==> config.mk <==
export PLATFORM = sky130hd
export DESIGN_NAME = trainer_ports
export DESIGN_NICKNAME = d
export VERILOG_FILES = /design/src/trainer_pkg.sv /design/src/io_strobe_decoder.sv /design/src/push_button_filter.sv /design/src/trainer_ports.sv
export VERILOG_INCLUDE_DIRS = /design/src
export SDC_FILE = /design/constraint.sdc
export NUM_CORES = 1
export LEC_CHECK = 0
export ABC_AREA = 1
export BUFFER_PORTS_ARGS = -buffer_cell sky130_fd_sc_hd__buf_2
export CAP_MARGIN = 20
export CORE_UTILIZATION = 51
export DETAILED_ROUTE_END_ITERATION = 7
export GPL_TIMING_DRIVEN = 0
export PLACE_DENSITY = 0.86
export SYNTH_ARGS = -nofsm -noshare
export SYNTH_HDL_FRONTEND = slang
export SYNTH_SLANG_ARGS = --single-unit
==> constraint.sdc <==
create_clock -name clock -period 1.7 [get_ports clock]
set_input_delay 0.51 -clock clock [delete_from_list [all_inputs] [get_ports clock]]
set_output_delay 0.51 -clock clock [all_outputs]
set_load 0.005 [all_outputs]
==> src/trainer_cfg.svh <==
// offsets, field positions, reset values and timing of the trainer port block
`ifndef TRAINER_CFG_SVH
`define TRAINER_CFG_SVH

// ----------------------------------------------------------------
// register byte offsets
// ----------------------------------------------------------------
`define REG_CTRL 4'h0
`define REG_FIRST_PORT 4'h4
`define REG_SECOND_PORT 4'h8
`define REG_STATUS 4'hc

// ----------------------------------------------------------------
// control register fields
// ----------------------------------------------------------------
`define CTRL_P1_SEL_LSB 0
`define CTRL_X_SEL_LSB 2
`define CTRL_Y_SEL_LSB 4
`define CTRL_SPLIT_BIT 6
`define CTRL_ROW2_MON_BIT 7
`define CTRL_CYCLE_BIT 8
`define CTRL_WAIT_LINK_BIT 9
`define CTRL_RESET 10'h027

// ----------------------------------------------------------------
// status register fields
// ----------------------------------------------------------------
`define STAT_BUS_LSB 0
`define STAT_MON_LSB 8
`define STAT_RUN_BIT 16
`define STAT_BUTTON_BIT 17

// ----------------------------------------------------------------
// i/o port numbers
// ----------------------------------------------------------------
`define PORT_ADDR_FD 8'hfd
`define PORT_ADDR_FE 8'hfe
`define PORT_ADDR_FF 8'hff

// ----------------------------------------------------------------
// timing
// ----------------------------------------------------------------
`define CLOCK_HZ 10000000
`define DEBOUNCE_TIME_US 10000
`define DEBOUNCE_CYCLES ((`DEBOUNCE_TIME_US * (`CLOCK_HZ / 1000000)))

`endif

==> src/trainer_pkg.sv <==
// types shared by the trainer port block
package trainer_pkg;

   typedef enum logic [1:0]
   {
      sel_none = 2'b00,
      sel_fd = 2'b01,
      sel_fe = 2'b10,
      sel_ff = 2'b11
   } port_sel_t;

   typedef enum logic
   {
      step_hold = 1'b0,
      step_run = 1'b1
   } step_state_t;

endpackage : trainer_pkg

==> src/io_strobe_decoder.sv <==
// i/o write strobe decoder for port numbers fd, fe and ff
`include "trainer_cfg.svh"

module io_strobe_decoder
(
   // clock and reset
   input wire logic clock,
   input wire logic resetn,
   // processor bus
   input wire logic [7:0] port_addr,
   input wire logic [7:0] bus_data,
   input wire logic io_request_n,
   input wire logic write_n,
   // strobes and captured byte
   output logic write_strobe_addr_fd,
   output logic write_strobe_addr_fe,
   output logic write_strobe_addr_ff,
   output logic [7:0] strobe_data
);
   import trainer_pkg::*;

   logic io_write;
   logic io_write_prev;
   logic write_start;
   logic hit_fd;
   logic hit_fe;
   logic hit_ff;

   // ----------------------------------------------------------------
   // decode
   // ----------------------------------------------------------------
   assign io_write = !io_request_n && !write_n;
   assign write_start = io_write && !io_write_prev;
   assign hit_fd = write_start && (port_addr == `PORT_ADDR_FD);
   assign hit_fe = write_start && (port_addr == `PORT_ADDR_FE);
   assign hit_ff = write_start && (port_addr == `PORT_ADDR_FF);

   always_ff @(posedge clock or negedge resetn)
   begin
      if (!resetn)
      begin
         io_write_prev <= 1'b0;
         write_strobe_addr_fd <= 1'b0;
         write_strobe_addr_fe <= 1'b0;
         write_strobe_addr_ff <= 1'b0;
         strobe_data <= 8'h00;
      end
      else
      begin
         io_write_prev <= io_write;
         write_strobe_addr_fd <= hit_fd;
         write_strobe_addr_fe <= hit_fe;
         write_strobe_addr_ff <= hit_ff;
         if (write_start)
            strobe_data <= bus_data;
      end
   end

   // ----------------------------------------------------------------
   // checks
   // ----------------------------------------------------------------
   property p_fd_strobe;
      @(posedge clock) disable iff (!resetn)
      (!io_request_n && !write_n && port_addr == `PORT_ADDR_FD && !$past(io_write))
      |=> write_strobe_addr_fd && strobe_data == $past(bus_data) ##1 !write_strobe_addr_fd;
   endproperty
   a_fd_strobe: assert property (p_fd_strobe) else $error("fd strobe missing");

endmodule : io_strobe_decoder

==> src/push_button_filter.sv <==
// push-button synchroniser and debouncer with press pulse
module push_button_filter
#(
   parameter int unsigned SETTLE_CYCLES = 100000
)
(
   // clock and reset
   input wire logic clock,
   input wire logic resetn,
   // raw button, active high when pressed
   input wire logic button_raw,
   // filtered level and press pulse
   output logic button_level,
   output logic button_press
);
   logic sync_a;
   logic sync_b;
   logic [16:0] settle_count;
   logic settled;

   // ----------------------------------------------------------------
   // sync and settle
   // ----------------------------------------------------------------
   assign settled = (settle_count == 17'(SETTLE_CYCLES - 1));

   always_ff @(posedge clock or negedge resetn)
   begin
      if (!resetn)
      begin
         sync_a <= 1'b0;
         sync_b <= 1'b0;
         settle_count <= 17'h00000;
         button_level <= 1'b0;
         button_press <= 1'b0;
      end
      else
      begin
         sync_a <= button_raw;
         sync_b <= sync_a;
         button_press <= 1'b0;
         if (sync_b == button_level)
            settle_count <= 17'h00000;
         else if (settled)
         begin
            settle_count <= 17'h00000;
            button_level <= sync_b;
            button_press <= sync_b;
         end
         else
            settle_count <= settle_count + 17'h00001;
      end
   end

   // ----------------------------------------------------------------
   // checks
   // ----------------------------------------------------------------
   property p_press_edge;
      @(posedge clock) disable iff (!resetn)
      button_press |-> button_level && !$past(button_level) ##1 !button_press;
   endproperty
   a_press_edge: assert property (p_press_edge) else $error("press not a single edge");

endmodule : push_button_filter

==> src/trainer_ports.sv <==
// trainer output ports, bus monitor and single machine cycle stepper
//
// Notes on behaviour
// - each port latches the written byte at its jumpered port number fd, fe or ff.
// - second port may split into two nibble latches with own port numbers.
// - first indicator row shows the data bus every cycle, either direction.
// - in cycle mode each button press lets exactly one machine cycle run.
// - stepping acts only when the hold output is linked to wait.
// - decoder makes one i/o write strobe per port number from address and control.
// - in monitor mode second row bit n follows monitor input n.
// - each latch loads only on a pulse of its own chosen strobe.
`include "trainer_cfg.svh"

module trainer_ports
   import trainer_pkg::*;
#(
   parameter int unsigned DEBOUNCE_CYCLES = `DEBOUNCE_CYCLES
)
(
   // clock and reset
   input wire logic clock,
   input wire logic resetn,
   // avalon-mm slave
   input wire logic [3:0] address,
   input wire logic read,
   input wire logic write,
   input wire logic [31:0] writedata,
   input wire logic [3:0] byteenable,
   output logic [31:0] readdata,
   output logic waitrequest,
   // processor bus
   input wire logic [15:0] cpu_address,
   input wire logic [7:0] cpu_data,
   input wire logic io_request_n,
   input wire logic write_n,
   input wire logic machine_cycle_sync,
   input wire logic external_wait_n,
   output logic wait_n,
   // decoder strobes
   output logic write_strobe_addr_fd,
   output logic write_strobe_addr_fe,
   output logic write_strobe_addr_ff,
   // panel
   input wire logic step_pushbutton,
   input wire logic [7:0] monitor_inputs,
   output logic [7:0] bus_monitor_leds,
   output logic [7:0] first_port_leds,
   output logic [7:0] second_port_leds
);
   import trainer_pkg::*;

   // ----------------------------------------------------------------
   // declarations
   // ----------------------------------------------------------------
   port_sel_t first_sel;
   port_sel_t half_x_sel;
   port_sel_t half_y_sel;
   logic split_mode;
   logic row2_monitor;
   logic cycle_mode;
   logic wait_linked;
   logic [7:0] strobe_data;
   logic [7:0] second_port_latch;
   logic first_port_latch_strobe;
   logic half_x_latch_strobe;
   logic half_y_latch_strobe;
   logic button_level;
   logic button_press;
   step_state_t step_state;
   step_state_t next_step_state;
   logic stepping;
   logic bus_access;
   logic taken;
   logic ctrl_write;
   logic [7:0] next_second_port;
   logic [31:0] ctrl_word;
   logic [31:0] status_word;
   logic [31:0] next_readdata;

   // ----------------------------------------------------------------
   // strobe choice
   // ----------------------------------------------------------------
   function automatic logic pick_strobe(input port_sel_t sel, input logic fd,
                                        input logic fe, input logic ff);
      logic hit;
      hit = 1'b0;
      unique case (sel)
         sel_none: hit = 1'b0;
         sel_fd: hit = fd;
         sel_fe: hit = fe;
         sel_ff: hit = ff;
      endcase
      return hit;
   endfunction : pick_strobe

   io_strobe_decoder decoder
   (
      .clock(clock),
      .resetn(resetn),
      .port_addr(cpu_address[7:0]),
      .bus_data(cpu_data),
      .io_request_n(io_request_n),
      .write_n(write_n),
      .write_strobe_addr_fd(write_strobe_addr_fd),
      .write_strobe_addr_fe(write_strobe_addr_fe),
      .write_strobe_addr_ff(write_strobe_addr_ff),
      .strobe_data(strobe_data)
   );

   assign first_port_latch_strobe = pick_strobe(first_sel, write_strobe_addr_fd,
      write_strobe_addr_fe, write_strobe_addr_ff);
   assign half_x_latch_strobe = pick_strobe(half_x_sel, write_strobe_addr_fd,
      write_strobe_addr_fe, write_strobe_addr_ff);
   assign half_y_latch_strobe = split_mode && pick_strobe(half_y_sel, write_strobe_addr_fd,
      write_strobe_addr_fe, write_strobe_addr_ff);

   // ----------------------------------------------------------------
   // output latches
   // ----------------------------------------------------------------
   always_comb
   begin
      next_second_port = second_port_latch;
      if (split_mode)
      begin
         if (half_x_latch_strobe)
            next_second_port[3:0] = strobe_data[3:0];
         if (half_y_latch_strobe)
            next_second_port[7:4] = strobe_data[7:4];
      end
      else if (half_x_latch_strobe)
         next_second_port = strobe_data;
   end

   always_ff @(posedge clock or negedge resetn)
   begin
      if (!resetn)
      begin
         first_port_leds <= 8'h00;
         second_port_latch <= 8'h00;
         second_port_leds <= 8'h00;
         bus_monitor_leds <= 8'h00;
      end
      else
      begin
         if (first_port_latch_strobe)
            first_port_leds <= strobe_data;
         second_port_latch <= next_second_port;
         second_port_leds <= row2_monitor ? monitor_inputs : next_second_port;
         bus_monitor_leds <= cpu_data;
      end
   end

   // ----------------------------------------------------------------
   // single cycle stepper
   // ----------------------------------------------------------------
   push_button_filter #(.SETTLE_CYCLES(DEBOUNCE_CYCLES)) button
   (
      .clock(clock),
      .resetn(resetn),
      .button_raw(step_pushbutton),
      .button_level(button_level),
      .button_press(button_press)
   );

   assign stepping = cycle_mode && wait_linked;

   always_comb
   begin
      next_step_state = step_state;
      unique case (step_state)
         step_hold:
            if (button_press)
               next_step_state = step_run;
         step_run:
            if (machine_cycle_sync)
               next_step_state = step_hold;
      endcase
   end

   always_ff @(posedge clock or negedge resetn)
   begin
      if (!resetn)
      begin
         step_state <= step_hold;
         wait_n <= 1'b1;
      end
      else
      begin
         step_state <= next_step_state;
         wait_n <= stepping ? (next_step_state == step_run) : external_wait_n;
      end
   end

   // ----------------------------------------------------------------
   // register bus
   // ----------------------------------------------------------------
   assign bus_access = read || write;
   assign taken = bus_access && !waitrequest;
   assign ctrl_write = taken && write && (address == `REG_CTRL);
   assign ctrl_word = {22'h000000, wait_linked, cycle_mode, row2_monitor, split_mode,
      half_y_sel, half_x_sel, first_sel};
   assign status_word = {14'h0000, button_level, (step_state == step_run),
      monitor_inputs, bus_monitor_leds};

   always_comb
   begin
      next_readdata = 32'h00000000;
      unique case (address)
         `REG_CTRL: next_readdata = ctrl_word;
         `REG_FIRST_PORT: next_readdata = {24'h000000, first_port_leds};
         `REG_SECOND_PORT: next_readdata = {24'h000000, second_port_latch};
         `REG_STATUS: next_readdata = status_word;
         default: next_readdata = 32'h00000000;
      endcase
   end

   always_ff @(posedge clock or negedge resetn)
   begin
      if (!resetn)
      begin
         waitrequest <= 1'b1;
         readdata <= 32'h00000000;
      end
      else
      begin
         waitrequest <= !(bus_access && waitrequest);
         if (read && waitrequest)
            readdata <= next_readdata;
      end
   end

   always_ff @(posedge clock or negedge resetn)
   begin
      if (!resetn)
      begin
         first_sel <= port_sel_t'(2'(`CTRL_RESET >> `CTRL_P1_SEL_LSB));
         half_x_sel <= port_sel_t'(2'(`CTRL_RESET >> `CTRL_X_SEL_LSB));
         half_y_sel <= port_sel_t'(2'(`CTRL_RESET >> `CTRL_Y_SEL_LSB));
         split_mode <= 1'b0;
         row2_monitor <= 1'b0;
         cycle_mode <= 1'b0;
         wait_linked <= 1'b0;
      end
      else if (ctrl_write)
      begin
         if (byteenable[0])
         begin
            first_sel <= port_sel_t'(writedata[`CTRL_P1_SEL_LSB +: 2]);
            half_x_sel <= port_sel_t'(writedata[`CTRL_X_SEL_LSB +: 2]);
            half_y_sel <= port_sel_t'(writedata[`CTRL_Y_SEL_LSB +: 2]);
            split_mode <= writedata[`CTRL_SPLIT_BIT];
            row2_monitor <= writedata[`CTRL_ROW2_MON_BIT];
         end
         if (byteenable[1])
         begin
            cycle_mode <= writedata[`CTRL_CYCLE_BIT];
            wait_linked <= writedata[`CTRL_WAIT_LINK_BIT];
         end
      end
   end

   // ----------------------------------------------------------------
   // checks
   // ----------------------------------------------------------------
   property p_first_load;
      @(posedge clock) disable iff (!resetn)
      first_port_latch_strobe |=> first_port_leds == $past(strobe_data);
   endproperty
   a_first_load: assert property (p_first_load) else $error("port one did not load");

   property p_first_hold;
      @(posedge clock) disable iff (!resetn)
      !first_port_latch_strobe |=> $stable(first_port_leds);
   endproperty
   a_first_hold: assert property (p_first_hold) else $error("port one changed unstrobed");

   property p_split_x;
      @(posedge clock) disable iff (!resetn)
      split_mode && half_x_latch_strobe && !half_y_latch_strobe
      |=> second_port_latch[3:0] == $past(strobe_data[3:0]) && $stable(second_port_latch[7:4]);
   endproperty
   a_split_x: assert property (p_split_x) else $error("split half x wrong");

   property p_bus_monitor;
      @(posedge clock) disable iff (!resetn)
      ##1 bus_monitor_leds == $past(cpu_data);
   endproperty
   a_bus_monitor: assert property (p_bus_monitor) else $error("bus monitor lags");

   property p_one_cycle;
      @(posedge clock) disable iff (!resetn)
      stepping && step_state == step_hold && button_press && $stable(stepping)
      |=> wait_n && step_state == step_run;
   endproperty
   a_one_cycle: assert property (p_one_cycle) else $error("press did not release");

   property p_rehold;
      @(posedge clock) disable iff (!resetn)
      stepping && step_state == step_run && machine_cycle_sync && $stable(stepping)
      |=> !wait_n && step_state == step_hold;
   endproperty
   a_rehold: assert property (p_rehold) else $error("wait not reasserted");

   property p_unlinked;
      @(posedge clock) disable iff (!resetn)
      !stepping |=> wait_n == $past(external_wait_n);
   endproperty
   a_unlinked: assert property (p_unlinked) else $error("outside wait not passed");

   property p_row2_monitor;
      @(posedge clock) disable iff (!resetn)
      row2_monitor |=> second_port_leds == $past(monitor_inputs);
   endproperty
   a_row2_monitor: assert property (p_row2_monitor) else $error("row two not following");

endmodule : trainer_ports

==> results.ini <==
[routing]
dr_total_vias = 3786
drc = 0
ant_nets = 0
drt_iter0_drc = 263
viasPerCell = 5.13
firstDrtPassIters = 4
wire_per_inst_um = 14.3
routed_wirelength_um = 10500

[clock_network]
cts_made_buffers = 9
cts_htree_levels = 3
cts_tree = built
cts_num_sinks = 96
clkTransAtPathRegs_ns = 0.09
hold_buffers = 0
insertion_delay_ns = 0.36
ctsRootBufferMaster = clkbuf_8
clk_path_buf_depth = 2

[worst_setup_path]
reg2reg_depth = 9
crit_buf_inv = 1
critPathTopFamily = flip-flops
cp-end-kind = output pin
crit_arrival_ns = 1.10
reg2reg_to = button.settle_count[8]
path_cells = buf_2
startpoint_type = flop
reg2reg_setup_slack_ns = 0.10
required_ns = 1.19
r2r-start = button.settle_count[0]
cp_slowest_cell = dfstp_2
critPathKind = flop to output pin
worst-path-max-fanout = 4
cpPeakStageDelay_ns = 0.60

[cells_and_area]
drive_above_1_share = 0.262
area_growth_pct = 21.5
final_cell_area_um2 = 5360
fillers = 724
fin_util = 0.646
final_cell_count_no_fill = 738
num_antenna_cells = 0
fin_nets = 710

[synthesis]
synth_cell_type_count = 37
syn_area_per_cell_um2 = 8.68
yosys_warnings = 0
yosysSeqAreaShare = 0.546
synth_area_um2 = 4410
netlist_instances = 508
ys_ff_latch = 96

[timing]
max_freq_mhz = 620
max_slew_margin = 0.602
rsz0062_at_grt = no
fin_crit_ns = 1.61
finalClockSkew_ns = 0.0144
finalCritPeriodShare = 0.949
drv_slew = 0
worst_pin_slew_ns = 0.596
finalWorstSetupSlack_ns = 0.0875
finalSetupViolations = 0
whs_ns = 0.153
hold_viol_final = 0

[flow_run]
drv_cap = 0

[global_routing]
grt-ovfl-total = 0
grt_util_all_layers = 0.249
grt_pass1_wl_um = 17000
grt_max_degree = 53
first_global_vias = 3500
grt_antenna_before_repair = 0

[floorplanning]
rows = 33
dieArea_um2 = 9020
core_area_um2 = 8300
start_util = 0.531
die_w_um = 95.0
io_pins = 142
die_h_um = 95.0

[power_and_ir_drop]
leakagePower_nw = 2.74
ir_worst_vdd_mv = 0.782
p_per_area_nw_per_um2 = 1000

[run_status]
outcome = completed

[placed_design]
dpl_worst_slack_ns = -0.137
placedCellCount = 721
gp_congestion = 0.957
place_area_um2 = 5090
dp_hpwl_um = 8060
port-buffer-count = 94

[hold_path]
hp-class = input pin to async pin

==> cells in the final DEF (no fill, tap or decap), types with 2 or more instances in the layout <==
cell / synthesis / layout
nor2_4: 2 / 3
a21oi_2: 2 / 2
nand4_1: 10 / 10
dfrtp_1: 90 / 90
clkbuf_8: 0 / 12
nor2_2: 2 / 2
o22ai_1: 7 / 7
nand3_1: 57 / 57
nand2_2: 2 / 3
nand2_1: 142 / 141
dfstp_2: 6 / 6
buf_6: 2 / 2
conb_1: 1 / 14
xor2_1: 6 / 6
nor3_4: 1 / 2
nor2_1: 51 / 50
and2_1: 5 / 5
o21ai_0: 15 / 15
clkbuf_1: 4 / 4
o21ai_1: 11 / 8
o21ai_2: 0 / 3
a21oi_1: 11 / 11
buf_4: 15 / 18
inv_1: 38 / 38
mux2_2: 8 / 8
nor3_1: 6 / 6
buf_2: 2 / 95
==> synthesized netlist by cell type (all sizes together) <==
library cell,count,area [um^2]
nand2,145,557
dfrtp,90,2250
nand3,58,295
nor2,55,226
inv,39,146
o21ai,26,130
buf,19,145
a21oi,13,72.6
nand4,10,62.6
mux2,8,90.1
nor3,8,56.3
o22ai,7,43.8
dfstp,6,158
xor2,6,52.6
and2,5,31.3
clkbuf,4,15.0
nor3b,2,26.3
a31o,1,8.76
clkinv,1,3.75
conb,1,3.75
ha,1,12.5
nor4,1,6.26
o211ai,1,7.51
o21a,1,7.51
==> final cells by class <==
cell class	count	area, um^2	area share
plain buffers	22	156	0.0292
clock buffers	13	169	0.0315
clock inverters	3	47.5	0.00887
inverters	40	154	0.0287
multi-input cells	362	1770	0.331
flip-flops and latches	96	2410	0.450
well taps	105	131	0.0245
repair buffers	97	515	0.0962
==> registers in the layout (all words and copies together) (netlist names), 2 cells and up <==
register	flops
second_port_leds	8
second_port_latch	8
decoder.strobe_data	8
bus_monitor_leds	8
half_x_sel	2
first_port_leds	8
readdata	18
first_sel	2
button.settle_count	17
half_y_sel	2
==> kinds of logic (layout without fill, tap and decap cells) <==
group / count (synthesis) / after routing / share of synthesized area
AO/OA/AOI/OAI: 49 / 49 / 0.0613
flip-flops: 96 / 96 / 0.546
other: 1 / 14 / 0.000850
AND/OR/NAND/NOR: 284 / 284 / 0.286
multiplexers: 8 / 8 / 0.0204
adder cells (fa/ha/maj): 1 / 1 / 0.00284
XOR/XNOR: 6 / 6 / 0.0119
buffers and inverters: 63 / 175 / 0.0704
==> worst max path at each step <==
stage | startpoint | end | slack (ns) | cells after the start
after detailed placement | read | readdata[4] | -0.14 | 6
after global placement | resetn | decoder.write_strobe_addr_ff | -0.75 | 1
after floorplan | address[1] | row2_monitor | 0.30 | 6
after global routing | button.settle_count[0] | button.settle_count[9] | 0.004 | 9
final | waitrequest | waitrequest | 0.09 | 1
after CTS | waitrequest | readdata[4] | 0.04 | 4
==> metrics by stage <==
step,power [mW],TNS [ns]
3_3_place_gp,3.77,-69.28
3_5_place_dp,3.82,-1.45
6_report,5.37,0
5_1_grt,5.64,0
4_1_cts,5.39,0
2_1_floorplan,3.32,0
==> layer usage <==
metal | GRT usage | wire [um]
met1 | 0.363 | 5040
met2 | 0.391 | 4770
met3 | 0.0362 | 627
met4 | 0.0644 | 104
met5 | 0 | 0
==> repair_timing <==
| action | in CTS | in global routing |
|---|---|---|
| buffers inserted | 0 | 2 |
| pin swaps | 0 | 1 |
| gates resized for setup | 0 | 9 |
| endpoints found under the setup margin | 8 | 14 |
| hold endpoints to repair | 0 | 0 |
==> power breakdown <==
part           internal [mW]  switching [mW]
logic                  0.418           0.535
registers               2.60           0.239
clock network          0.810           0.769
Power figures use the tool's default switching activity.
